### src/include/mcfir_pkg.sv
package mcfir_pkg;
  localparam int CHANNELS = 6;
  localparam int TAPS = 8;
  localparam int DATA_W = 8;
  localparam int COEF_W = 8;
  localparam int SEL_W = 3;
  localparam int ACC_W = 2 * DATA_W + 4;
  localparam int INTERLEAVE_DEPTH = CHANNELS + 1;
  localparam int TAP_DELAY = CHANNELS + 1;
  localparam int SLICE_PIPE = 3;
  localparam int LATENCY = (CHANNELS + 1) * TAPS + SLICE_PIPE;
  localparam int LAT_W = 7;
  localparam int LOAD_CYCLES = CHANNELS;
  localparam int FIFO_DEPTH = 32;
  localparam int FIFO_AW = 5;
  localparam real CLK_PERIOD_NS = 5.0;
  localparam logic [SEL_W-1:0] SEL_RESET = 3'h0;
  localparam logic [SEL_W-1:0] SEL_LAST = 3'h5;
  typedef enum logic [1:0] {ctl_idle, ctl_load, ctl_fill, ctl_run} ctl_state_e;
endpackage

### src/core/coef_memory.sv
`timescale 1ns/1ps
`default_nettype none
module coef_memory (
  // Clock and reset
  input wire logic clk,
  input wire logic rst,
  // Load port
  input wire logic load,
  input wire logic [mcfir_pkg::COEF_W-1:0] load_data,
  // Read port
  input wire logic read_en,
  input wire logic [mcfir_pkg::SEL_W-1:0] read_addr,
  output logic [mcfir_pkg::COEF_W-1:0] coef
);
  logic [mcfir_pkg::COEF_W-1:0] mem [mcfir_pkg::CHANNELS];
  logic [mcfir_pkg::SEL_W-1:0] wr_addr;

  // Six-deep load sequence, one entry per clock
  always_ff @(posedge clk or posedge rst) begin
    if (rst) begin
      wr_addr <= mcfir_pkg::SEL_RESET;
    end else if (load) begin
      wr_addr <= (wr_addr == mcfir_pkg::SEL_LAST) ? mcfir_pkg::SEL_RESET : wr_addr + 1'b1;
    end
  end

  always_ff @(posedge clk or posedge rst) begin
    if (rst) begin
      for (int i = 0; i < mcfir_pkg::CHANNELS; i++) begin
        mem[i] <= '0;
      end
    end else if (load) begin
      mem[wr_addr] <= load_data; // (RULE9)
    end
  end

  always_ff @(posedge clk or posedge rst) begin
    if (rst) begin
      coef <= '0;
    end else if (read_en) begin
      coef <= mem[read_addr];
    end
  end
endmodule // coef_memory
`default_nettype wire

### src/core/multichannel_fir_filter.sv
`timescale 1ns/1ps
`default_nettype none
// Functional notes
// (RULE1) Six channels, eight taps, one shared time-multiplexed datapath.
// (RULE2) Samples and coefficients are 8 bits; mux replicated per bit.
// (RULE3) Single clock at six times the channel sample rate.
// (RULE4) Counter picks channels in order, one per clock; six ticks per period.
// (RULE5) Interleaving shift register is channels plus one deep.
// (RULE6) Each tap delays interleaved samples by seven clocks.
// (RULE7) Tap products cascade into next tap's adder along the chain.
// (RULE8) Shared mode stores one set; per-channel mode six sets per tap.
// (RULE9) Coefficient memories are 8 bits wide, six deep, loadable.
// (RULE10) Load signal held high six consecutive clocks to fill memories.
// (RULE11) Tap reads staggered by enables, delayed by shift register length.
// (RULE12) Output enabled after (channels+1)*taps plus three pipeline stages.
// (RULE13) Mux is registered, one gate level, select fanout split per bit.
// (RULE14) Output valid low until latency expires, then stays high.
module multichannel_fir_filter (
  // Clock and reset
  input wire logic clk,
  input wire logic rst,
  // Channel sample inputs
  input wire logic [mcfir_pkg::DATA_W-1:0] ch_sample [mcfir_pkg::CHANNELS],
  // Coefficient control
  input wire logic per_channel_coefs,
  input wire logic coef_load_start,
  input wire logic [mcfir_pkg::COEF_W-1:0] coef_load_data [mcfir_pkg::TAPS],
  // Filtered interleaved output
  output logic out_valid,
  input wire logic out_ready,
  output logic [mcfir_pkg::ACC_W-1:0] out_data,
  output logic [mcfir_pkg::SEL_W-1:0] out_channel,
  output logic overflow,
  output logic coef_loading
);
  localparam int N = mcfir_pkg::TAPS;
  localparam int W = mcfir_pkg::DATA_W;
  localparam int AW = mcfir_pkg::ACC_W;
  localparam int SW = mcfir_pkg::SEL_W;

  function automatic logic [SW-1:0] next_sel(input logic [SW-1:0] s);
    next_sel = (s == mcfir_pkg::SEL_LAST) ? mcfir_pkg::SEL_RESET : s + 1'b1;
  endfunction

  mcfir_pkg::ctl_state_e state;
  logic [SW-1:0] sel;
  logic [SW-1:0] sel_bit [W];
  logic [W-1:0] mux_q;
  logic [SW-1:0] mux_ch;
  logic [W-1:0] ilv [mcfir_pkg::INTERLEAVE_DEPTH];
  logic [SW-1:0] ilv_ch [mcfir_pkg::INTERLEAVE_DEPTH];
  logic [W-1:0] tap_in [N+1];
  logic [W-1:0] tap_dly [N][mcfir_pkg::TAP_DELAY];
  logic [SW-1:0] ch_dly [N+1];
  logic [SW-1:0] ch_pipe [N*mcfir_pkg::TAP_DELAY+mcfir_pkg::SLICE_PIPE+4];
  logic [N-1:0] tap_en;
  logic [SW-1:0] load_cnt;
  logic [mcfir_pkg::LAT_W-1:0] lat_cnt;
  logic [mcfir_pkg::COEF_W-1:0] coef_q [N];
  logic [mcfir_pkg::COEF_W-1:0] shared_q [N];
  logic signed [AW-1:0] casc [N+1];
  logic signed [AW-1:0] mult_q [N];
  logic signed [AW-1:0] prod_q [N];
  logic signed [AW-1:0] sum_q;
  logic signed [AW-1:0] res_q;
  logic filter_ready;
  logic fifo_in_ready;
  logic fifo_out_valid;
  logic [AW+SW-1:0] fifo_out;
  logic [SW-1:0] result_ch;

  // Channel select counter, one channel per clock
  always_ff @(posedge clk or posedge rst) begin
    if (rst) begin
      sel <= mcfir_pkg::SEL_RESET;
    end else begin
      sel <= next_sel(sel); // (RULE4) (RULE3)
    end
  end

  // Per-bit select copies cut the select fanout
  genvar b;
  generate
    for (b = 0; b < W; b++) begin : g_mux
      always_ff @(posedge clk or posedge rst) begin
        if (rst) begin
          sel_bit[b] <= mcfir_pkg::SEL_RESET;
        end else begin
          sel_bit[b] <= next_sel(sel); // (RULE13)
        end
      end
      always_ff @(posedge clk or posedge rst) begin
        if (rst) begin
          mux_q[b] <= 1'b0;
        end else begin
          mux_q[b] <= ch_sample[sel_bit[b]][b]; // (RULE2) (RULE13)
        end
      end
    end
  endgenerate

  always_ff @(posedge clk or posedge rst) begin
    if (rst) begin
      mux_ch <= '0;
    end else begin
      mux_ch <= sel_bit[0];
    end
  end

  // Interleaving shift register, channels plus one deep
  always_ff @(posedge clk or posedge rst) begin
    if (rst) begin
      for (int i = 0; i < mcfir_pkg::INTERLEAVE_DEPTH; i++) begin
        ilv[i] <= '0;
      end
    end else begin
      ilv[0] <= mux_q; // (RULE5)
      for (int i = 1; i < mcfir_pkg::INTERLEAVE_DEPTH; i++) begin
        ilv[i] <= ilv[i-1];
      end
    end
  end

  // Channel tags travel beside the samples
  always_ff @(posedge clk or posedge rst) begin
    if (rst) begin
      for (int i = 0; i < mcfir_pkg::INTERLEAVE_DEPTH; i++) begin
        ilv_ch[i] <= '0;
      end
    end else begin
      ilv_ch[0] <= mux_ch;
      for (int i = 1; i < mcfir_pkg::INTERLEAVE_DEPTH; i++) begin
        ilv_ch[i] <= ilv_ch[i-1];
      end
    end
  end

  assign tap_in[0] = ilv[mcfir_pkg::INTERLEAVE_DEPTH-1];
  assign ch_dly[0] = ilv_ch[mcfir_pkg::INTERLEAVE_DEPTH-1];
  assign casc[0] = '0;

  // Control: load sequence, staggered tap enables, latency count
  always_ff @(posedge clk or posedge rst) begin
    if (rst) begin
      state <= mcfir_pkg::ctl_idle;
      load_cnt <= '0;
    end else begin
      case (state)
        mcfir_pkg::ctl_idle: begin
          state <= coef_load_start ? mcfir_pkg::ctl_load : mcfir_pkg::ctl_fill;
          load_cnt <= '0;
        end
        mcfir_pkg::ctl_load: begin
          load_cnt <= load_cnt + 1'b1;
          if (load_cnt == SW'(mcfir_pkg::LOAD_CYCLES - 1)) begin
            state <= mcfir_pkg::ctl_fill; // (RULE10)
          end
        end
        mcfir_pkg::ctl_fill: begin
          if (coef_load_start) begin
            state <= mcfir_pkg::ctl_load;
            load_cnt <= '0;
          end else if (filter_ready) begin
            state <= mcfir_pkg::ctl_run;
          end
        end
        mcfir_pkg::ctl_run: begin
          if (coef_load_start) begin
            state <= mcfir_pkg::ctl_load;
            load_cnt <= '0;
          end
        end
        default: state <= mcfir_pkg::ctl_idle;
      endcase
    end
  end

  always_ff @(posedge clk or posedge rst) begin
    if (rst) begin
      coef_loading <= 1'b0;
    end else begin
      coef_loading <= (state == mcfir_pkg::ctl_load); // (RULE10)
    end
  end

  // Latency counter restarts with every load
  always_ff @(posedge clk or posedge rst) begin
    if (rst) begin
      lat_cnt <= '0;
    end else if (state == mcfir_pkg::ctl_load) begin
      lat_cnt <= '0;
    end else if (!filter_ready) begin
      lat_cnt <= lat_cnt + 1'b1;
    end
  end

  // Output enable once the latency has run out
  always_ff @(posedge clk or posedge rst) begin
    if (rst) begin
      filter_ready <= 1'b0;
    end else if (state == mcfir_pkg::ctl_load) begin
      filter_ready <= 1'b0;
    end else if (!filter_ready) begin
      filter_ready <= (lat_cnt == mcfir_pkg::LAT_W'(mcfir_pkg::LATENCY - 1)); // (RULE12) (RULE14)
    end
  end

  // Tap enables ripple one shift register length apart
  always_ff @(posedge clk or posedge rst) begin
    if (rst) begin
      tap_en <= '0;
    end else if (state == mcfir_pkg::ctl_load) begin
      tap_en <= '0;
    end else begin
      for (int t = 0; t < N; t++) begin
        tap_en[t] <= (lat_cnt >= mcfir_pkg::LAT_W'(t * mcfir_pkg::TAP_DELAY)) || filter_ready; // (RULE11)
      end
    end
  end

  // Tap chain with cascaded products
  genvar t;
  generate
    for (t = 0; t < N; t++) begin : g_tap
      logic [mcfir_pkg::COEF_W-1:0] sel_coef;
      coef_memory u_coef (
        .clk(clk),
        .rst(rst),
        .load(coef_loading),
        .load_data(coef_load_data[t]),
        .read_en(tap_en[t]),
        .read_addr(ch_dly[t]),
        .coef(coef_q[t])
      );
      // Shared set: the word loaded while this tap's channel tag is zero serves every channel
      always_ff @(posedge clk or posedge rst) begin
        if (rst) begin
          shared_q[t] <= '0;
        end else if (coef_loading && ch_dly[t] == mcfir_pkg::SEL_RESET) begin
          shared_q[t] <= coef_load_data[t];
        end
      end
      always_comb begin
        if (per_channel_coefs) begin
          sel_coef = coef_q[t]; // (RULE8)
        end else begin
          sel_coef = shared_q[t];
        end
      end
      always_ff @(posedge clk or posedge rst) begin
        if (rst) begin
          for (int i = 0; i < mcfir_pkg::TAP_DELAY; i++) begin
            tap_dly[t][i] <= '0;
          end
        end else begin
          tap_dly[t][0] <= tap_in[t]; // (RULE6)
          for (int i = 1; i < mcfir_pkg::TAP_DELAY; i++) begin
            tap_dly[t][i] <= tap_dly[t][i-1];
          end
        end
      end
      // Full-width product register, widened before the multiply
      always_ff @(posedge clk or posedge rst) begin
        if (rst) begin
          mult_q[t] <= '0;
        end else begin
          mult_q[t] <= AW'($signed(tap_in[t])) * AW'($signed(sel_coef)); // (RULE1)
        end
      end
      always_ff @(posedge clk or posedge rst) begin
        if (rst) begin
          prod_q[t] <= '0;
        end else if (tap_en[t]) begin
          prod_q[t] <= casc[t] + mult_q[t]; // (RULE7)
        end
      end
      assign casc[t+1] = prod_q[t];
      assign tap_in[t+1] = tap_dly[t][mcfir_pkg::TAP_DELAY-1];
      assign ch_dly[t+1] = ch_dly[t];
    end
  endgenerate

  // Output pipeline stages and channel tag alignment
  always_ff @(posedge clk or posedge rst) begin
    if (rst) begin
      sum_q <= '0;
      res_q <= '0;
    end else begin
      sum_q <= casc[N];
      res_q <= sum_q;
    end
  end

  always_ff @(posedge clk or posedge rst) begin
    if (rst) begin
      result_ch <= '0;
    end else begin
      result_ch <= ch_dly[N];
    end
  end

  // Overflow flag sticks when the FIFO refuses a result
  always_ff @(posedge clk or posedge rst) begin
    if (rst) begin
      overflow <= 1'b0;
    end else if (filter_ready && !fifo_in_ready) begin
      overflow <= 1'b1;
    end
  end

  stream_fifo #(
    .WIDTH(AW + SW),
    .DEPTH(mcfir_pkg::FIFO_DEPTH),
    .AW(mcfir_pkg::FIFO_AW)
  ) u_fifo (
    .clk(clk),
    .rst(rst),
    .in_valid(filter_ready),
    .in_ready(fifo_in_ready),
    .in_data({result_ch, res_q}),
    .out_valid(fifo_out_valid),
    .out_ready(out_ready && out_valid || !out_valid),
    .out_data(fifo_out)
  );

  // Registered output stage
  always_ff @(posedge clk or posedge rst) begin
    if (rst) begin
      out_valid <= 1'b0;
    end else if (out_ready || !out_valid) begin
      out_valid <= fifo_out_valid;
    end
  end

  // Result word and its channel tag, held while stalled
  always_ff @(posedge clk or posedge rst) begin
    if (rst) begin
      out_data <= '0;
      out_channel <= '0;
    end else if (out_ready || !out_valid) begin
      out_data <= fifo_out[AW-1:0];
      out_channel <= fifo_out[AW+SW-1:AW];
    end
  end
endmodule // multichannel_fir_filter
`default_nettype wire

### src/core/stream_fifo.sv
`timescale 1ns/1ps
`default_nettype none
module stream_fifo #(
  parameter int WIDTH = 20,
  parameter int DEPTH = 32,
  parameter int AW = 5
) (
  // Clock and reset
  input wire logic clk,
  input wire logic rst,
  // Fill side
  input wire logic in_valid,
  output logic in_ready,
  input wire logic [WIDTH-1:0] in_data,
  // Drain side
  output logic out_valid,
  input wire logic out_ready,
  output logic [WIDTH-1:0] out_data
);
  logic [WIDTH-1:0] mem [DEPTH];
  logic [AW-1:0] wr_ptr;
  logic [AW-1:0] rd_ptr;
  logic [AW:0] count;
  logic do_wr;
  logic do_rd;

  assign in_ready = (count != (AW+1)'(DEPTH));
  assign out_valid = (count != '0);
  assign out_data = mem[rd_ptr];
  assign do_wr = in_valid && in_ready;
  assign do_rd = out_valid && out_ready;

  always_ff @(posedge clk) begin
    if (do_wr) begin
      mem[wr_ptr] <= in_data;
    end
  end

  always_ff @(posedge clk or posedge rst) begin
    if (rst) begin
      wr_ptr <= '0;
      rd_ptr <= '0;
      count <= '0;
    end else begin
      if (do_wr) begin
        wr_ptr <= wr_ptr + 1'b1;
      end
      if (do_rd) begin
        rd_ptr <= rd_ptr + 1'b1;
      end
      if (do_wr && !do_rd) begin
        count <= count + 1'b1;
      end else if (do_rd && !do_wr) begin
        count <= count - 1'b1;
      end
    end
  end
endmodule // stream_fifo
`default_nettype wire

### config.mk
export PLATFORM = sky130hd
export DESIGN_NAME = multichannel_fir_filter
export DESIGN_NICKNAME = d
export VERILOG_FILES = /design/src/include/mcfir_pkg.sv /design/src/core/coef_memory.sv /design/src/core/multichannel_fir_filter.sv /design/src/core/stream_fifo.sv
export SDC_FILE = /design/constraint.sdc
export NUM_CORES = 2
export LEC_CHECK = 0
export ABC_AREA = 1
export BUFFER_PORTS_ARGS = -buffer_cell sky130_fd_sc_hd__clkbuf_2
export CAP_MARGIN = 0
export CORE_ASPECT_RATIO = 1.1
export CORE_MARGIN = 5
export CORE_UTILIZATION = 60
export DETAILED_ROUTE_END_ITERATION = 8
export GPL_TIMING_DRIVEN = 0
export PLACE_DENSITY = 0.76
export SLEW_MARGIN = 5
export SYNTH_ARGS = -nofsm -noshare
export SYNTH_HDL_FRONTEND = slang
export SYNTH_SLANG_ARGS = --single-unit
export TNS_END_PERCENT = 20
### constraint.sdc
create_clock -name clk -period 61.2 [get_ports clk]
set_input_delay 12.24 -clock clk [delete_from_list [all_inputs] [get_ports clk]]
set_output_delay 12.24 -clock clk [all_outputs]
set_load 0.1 [all_outputs]
==> flow_summary_export.csv <==
group,metric,value,unit
outcome,status,"finished, violations left",
outcome,violations,"max-capacitance violations",
sta,final-setup-viol-count,0,
final_layout,drive_above_1_share,0.0643,
worst_hold_path,hp-class,"flop to flop",
worst_setup_path,startpoint_type,"input port",
detailed_routing,vias,77700,
floorplan,initial_core_util,0.602,
clock_tree,cts_tree,"yes",
worst_setup_path,endpoint_kind,"flop",
sta,finalSetupTns,0,ps
logic_synthesis,ys_ff_latch,2142,
clock_tree,post_cts_buffers,0,
power,power_leakage,52.6,nW
power,total_power,6.01,mW
clock_tree,cts_resized,0,
placement,gp_congestion,0.992,
sta,setup_slack,43520,ps
sta,holdWs,301,ps
clock_tree,htreeDepth,4,
clock_tree,clk_path_buf_depth,3,
final_layout,area_growth,11.1,%
sta,skew,53.1,ps
global_routing,grt_max_degree,128,
detailed_routing,drc,0,
sta,rsz0062_at_grt,"false",
clock_tree,clk_latency,870,ps
sta,final-hold-violation-count,0,
final_layout,fill_cells,13100,
logic_synthesis,synth_cell_types,42,
detailed_routing,routed_wl,288,mm
logic_synthesis,syn_area,105000,sq um
power,worst_ir_drop_vdd,74.0,uV
global_routing,grt_pass1_wl,444,mm
clock_tree,hold_buffers,0,
detailed_routing,drt-vias-per-instance,5.78,
logic_synthesis,seq_area_frac_synth,0.546,
clock_tree,numCtsBuffers,204,
floorplan,num_io_pins,143,
floorplan,die_x,409,microns
logic_synthesis,syn-num-nets,11500,
final_layout,fin_nets,11900,
clock_tree,clock_sinks,2142,
clock_tree,cts_root_buf,"clkbuf_16",
logic_synthesis,syn_inst,10600,
global_routing,grt_pass1_vias,78600,
worst_setup_path,critPathArrivalTime,18370,ps
detailed_routing,wire_per_inst,21.4,microns
worst_setup_path,criticalPathCategory,"input port to flop",
power,cellPowerDensity,51.5,nW/um^2
detailed_routing,drtAntennaViolNets,0,
sta,fmax,56.6,MHz
sta,tightest_slew,1480,ps
final_layout,post-route-cell-area,117000,sq um
floorplan,die_area,183000,sq um
logic_synthesis,synthFlopType,"dfrtp_1",
job,max_cap_violations,1,
floorplan,core-area,174000,sq um
logic_synthesis,synth-edff-count,736,
sta,fin_crit,17680,ps
clock_tree,clkTransAtPathRegs,60,ps
placement,io_buffers,141,
global_routing,antenna_found_initial,7,
floorplan,dieHeight,449,microns
detailed_routing,drt_iter0_drc,8570,
logic_synthesis,synth_area_leaders,"dfrtp_1, edfxtp_1, fa_1, nand2_1, o21ai_0",
sta,drv_slew,0,
final_layout,final_core_util,0.668,
placement,detailed_place.area,109000,sq um
worst_setup_path,crit_fanout,10,
floorplan,rows,161,
worst_setup_path,ff2ff_setup_slack,55910,ps
final_layout,stdcell_count,13400,
logic_synthesis,synth_top_cell_area_share,0.335,
sta,fin_crit_sh,0.289,
logic_synthesis,yosysWarnings,0,
logic_synthesis,synth.largest_area_cell,"dfrtp_1",
logic_synthesis,synth-async-reset-ratio,0.656,
worst_setup_path,required,61880,ps
detailed_routing,drt_first_pass_iters,9,
placement,pre_cts_slack,42870,ps
global_routing,track_usage,0.313,
sta,max_slew_margin,0.0124,
placement,place_hpwl,207,mm
placement,place_inst,13100,
global_routing,grt_overflow,0,
logic_synthesis,syn_avg_cell_area,9.91,sq um
[cells in the mapped netlist, drive strengths merged (31+ instances only)]
cell and instances:
buf 134, o22ai 36, clkbuf 209, nand4 31, xor2 79, o21ai 1142
edfxtp 736, a31oi 51, nand3 476, nand2 2206, dfrtp 1406, inv 1239
nor2 1285, fa 448, ha 375, xnor2 106, o21a 127, a21oi 228
nand3b 53, o211ai 56
[cells by family (layout without fill, tap and decap cells)]
| group | count (synthesis) | in the layout | synth area share |
|---|---|---|---|
| and+or+nand+nor | 4106 | 4106 | 0.156 |
| DFF | 2142 | 2142 | 0.546 |
| AOI/OAI and AO/OA | 1706 | 1706 | 0.0887 |
| buffers and inverters | 1591 | 2156 | 0.0595 |
| adders and majority gates | 823 | 823 | 0.130 |
| xor gates and xnor gates | 185 | 185 | 0.0154 |
| muxes | 41 | 41 | 0.00409 |
| other | 0 | 2 | 0 |
[critical path, stage by stage]
cell and delay [ps]:
buf_2 490, clkbuf_1 1060, o21ai_0 730, inv_1 310, nand2_1 110, fa_1 650, inv_1 100, fa_1 510
inv_1 50, fa_1 490, inv_1 60, fa_1 470, ha_1 370, inv_1 80, nor3_1 220, and3_1 190
nor2_1 60, nand3_1 80, nand2_1 70
[metal layers]
metal	global-route usage	up-vias	wire, microns
met3	0.0564	915	23900
li1	-	35100	-
met4	0.189	4	20700
met1	0.393	37900	107000
met5	0	-	16
met2	0.512	3678	136000
[area by class of cell]
type / count / area [sq um] / area share
clock buffer: 287 / 5840 / 0.0501
tap: 2282 / 2860 / 0.0245
timing repair buffer: 182 / 1500 / 0.0129
sequential: 2142 / 57300 / 0.491
buffer: 343 / 1550 / 0.0133
inverter: 1248 / 4690 / 0.0403
multi-input combinational: 6861 / 41600 / 0.356
clock inverter: 96 / 1300 / 0.0111
antenna: 2 / 5.00 / 0.0000429
[where the power goes]
group	internal (mW)	switching, mW
combinational	0.975	1.81
sequential	1.75	0.145
clock	0.770	0.556
total	3.49	2.52
[sequential cells by signal, indices dropped and copies added (netlist names), 5 cells and up]
signal and cells:
u_fifo.mem 736, tap_dly 392, g_tap.u_coef.mem 384, casc 153, mult_q 128, g_tap.u_coef.coef 64
shared_q 64, ilv 56, g_tap.u_coef.wr_addr 24, out_data 20, res_q 20, sum_q 20
ilv_ch 18, mux_q 8, tap_en 8, lat_cnt 7, u_fifo.count 6, u_fifo.rd_ptr 5
u_fifo.wr_ptr 5
[layout by cell type, fill, tap and decap left out, drive strengths merged, types with 79 or more instances in the layout]
| cell type | instances |
|---|---|
| a21oi | 228 |
| buf | 175 |
| inv | 1246 |
| dfrtp | 1406 |
| clkbuf | 637 |
| o21ai | 1142 |
| xor2 | 79 |
| nor2 | 1285 |
| edfxtp | 736 |
| nand2 | 2206 |
| fa | 448 |
| o21a | 127 |
| xnor2 | 106 |
| ha | 375 |
| nand3 | 476 |
[final timing paths]
kind | from | to | cells past startpoint
max | per_channel_coefs | mult_q[35] | 19
min | tap_dly[310] | tap_dly[302] | 0
max reg2reg | shared_q[51] | mult_q[134] | 14
min reg2reg | tap_dly[310] | tap_dly[302] | 0
max in group asynchronous | rst | tap_dly[70] | 6
min in group asynchronous | rst | tap_dly[312] | 2
No activity file was read; power rests on OpenSTA's default activity.
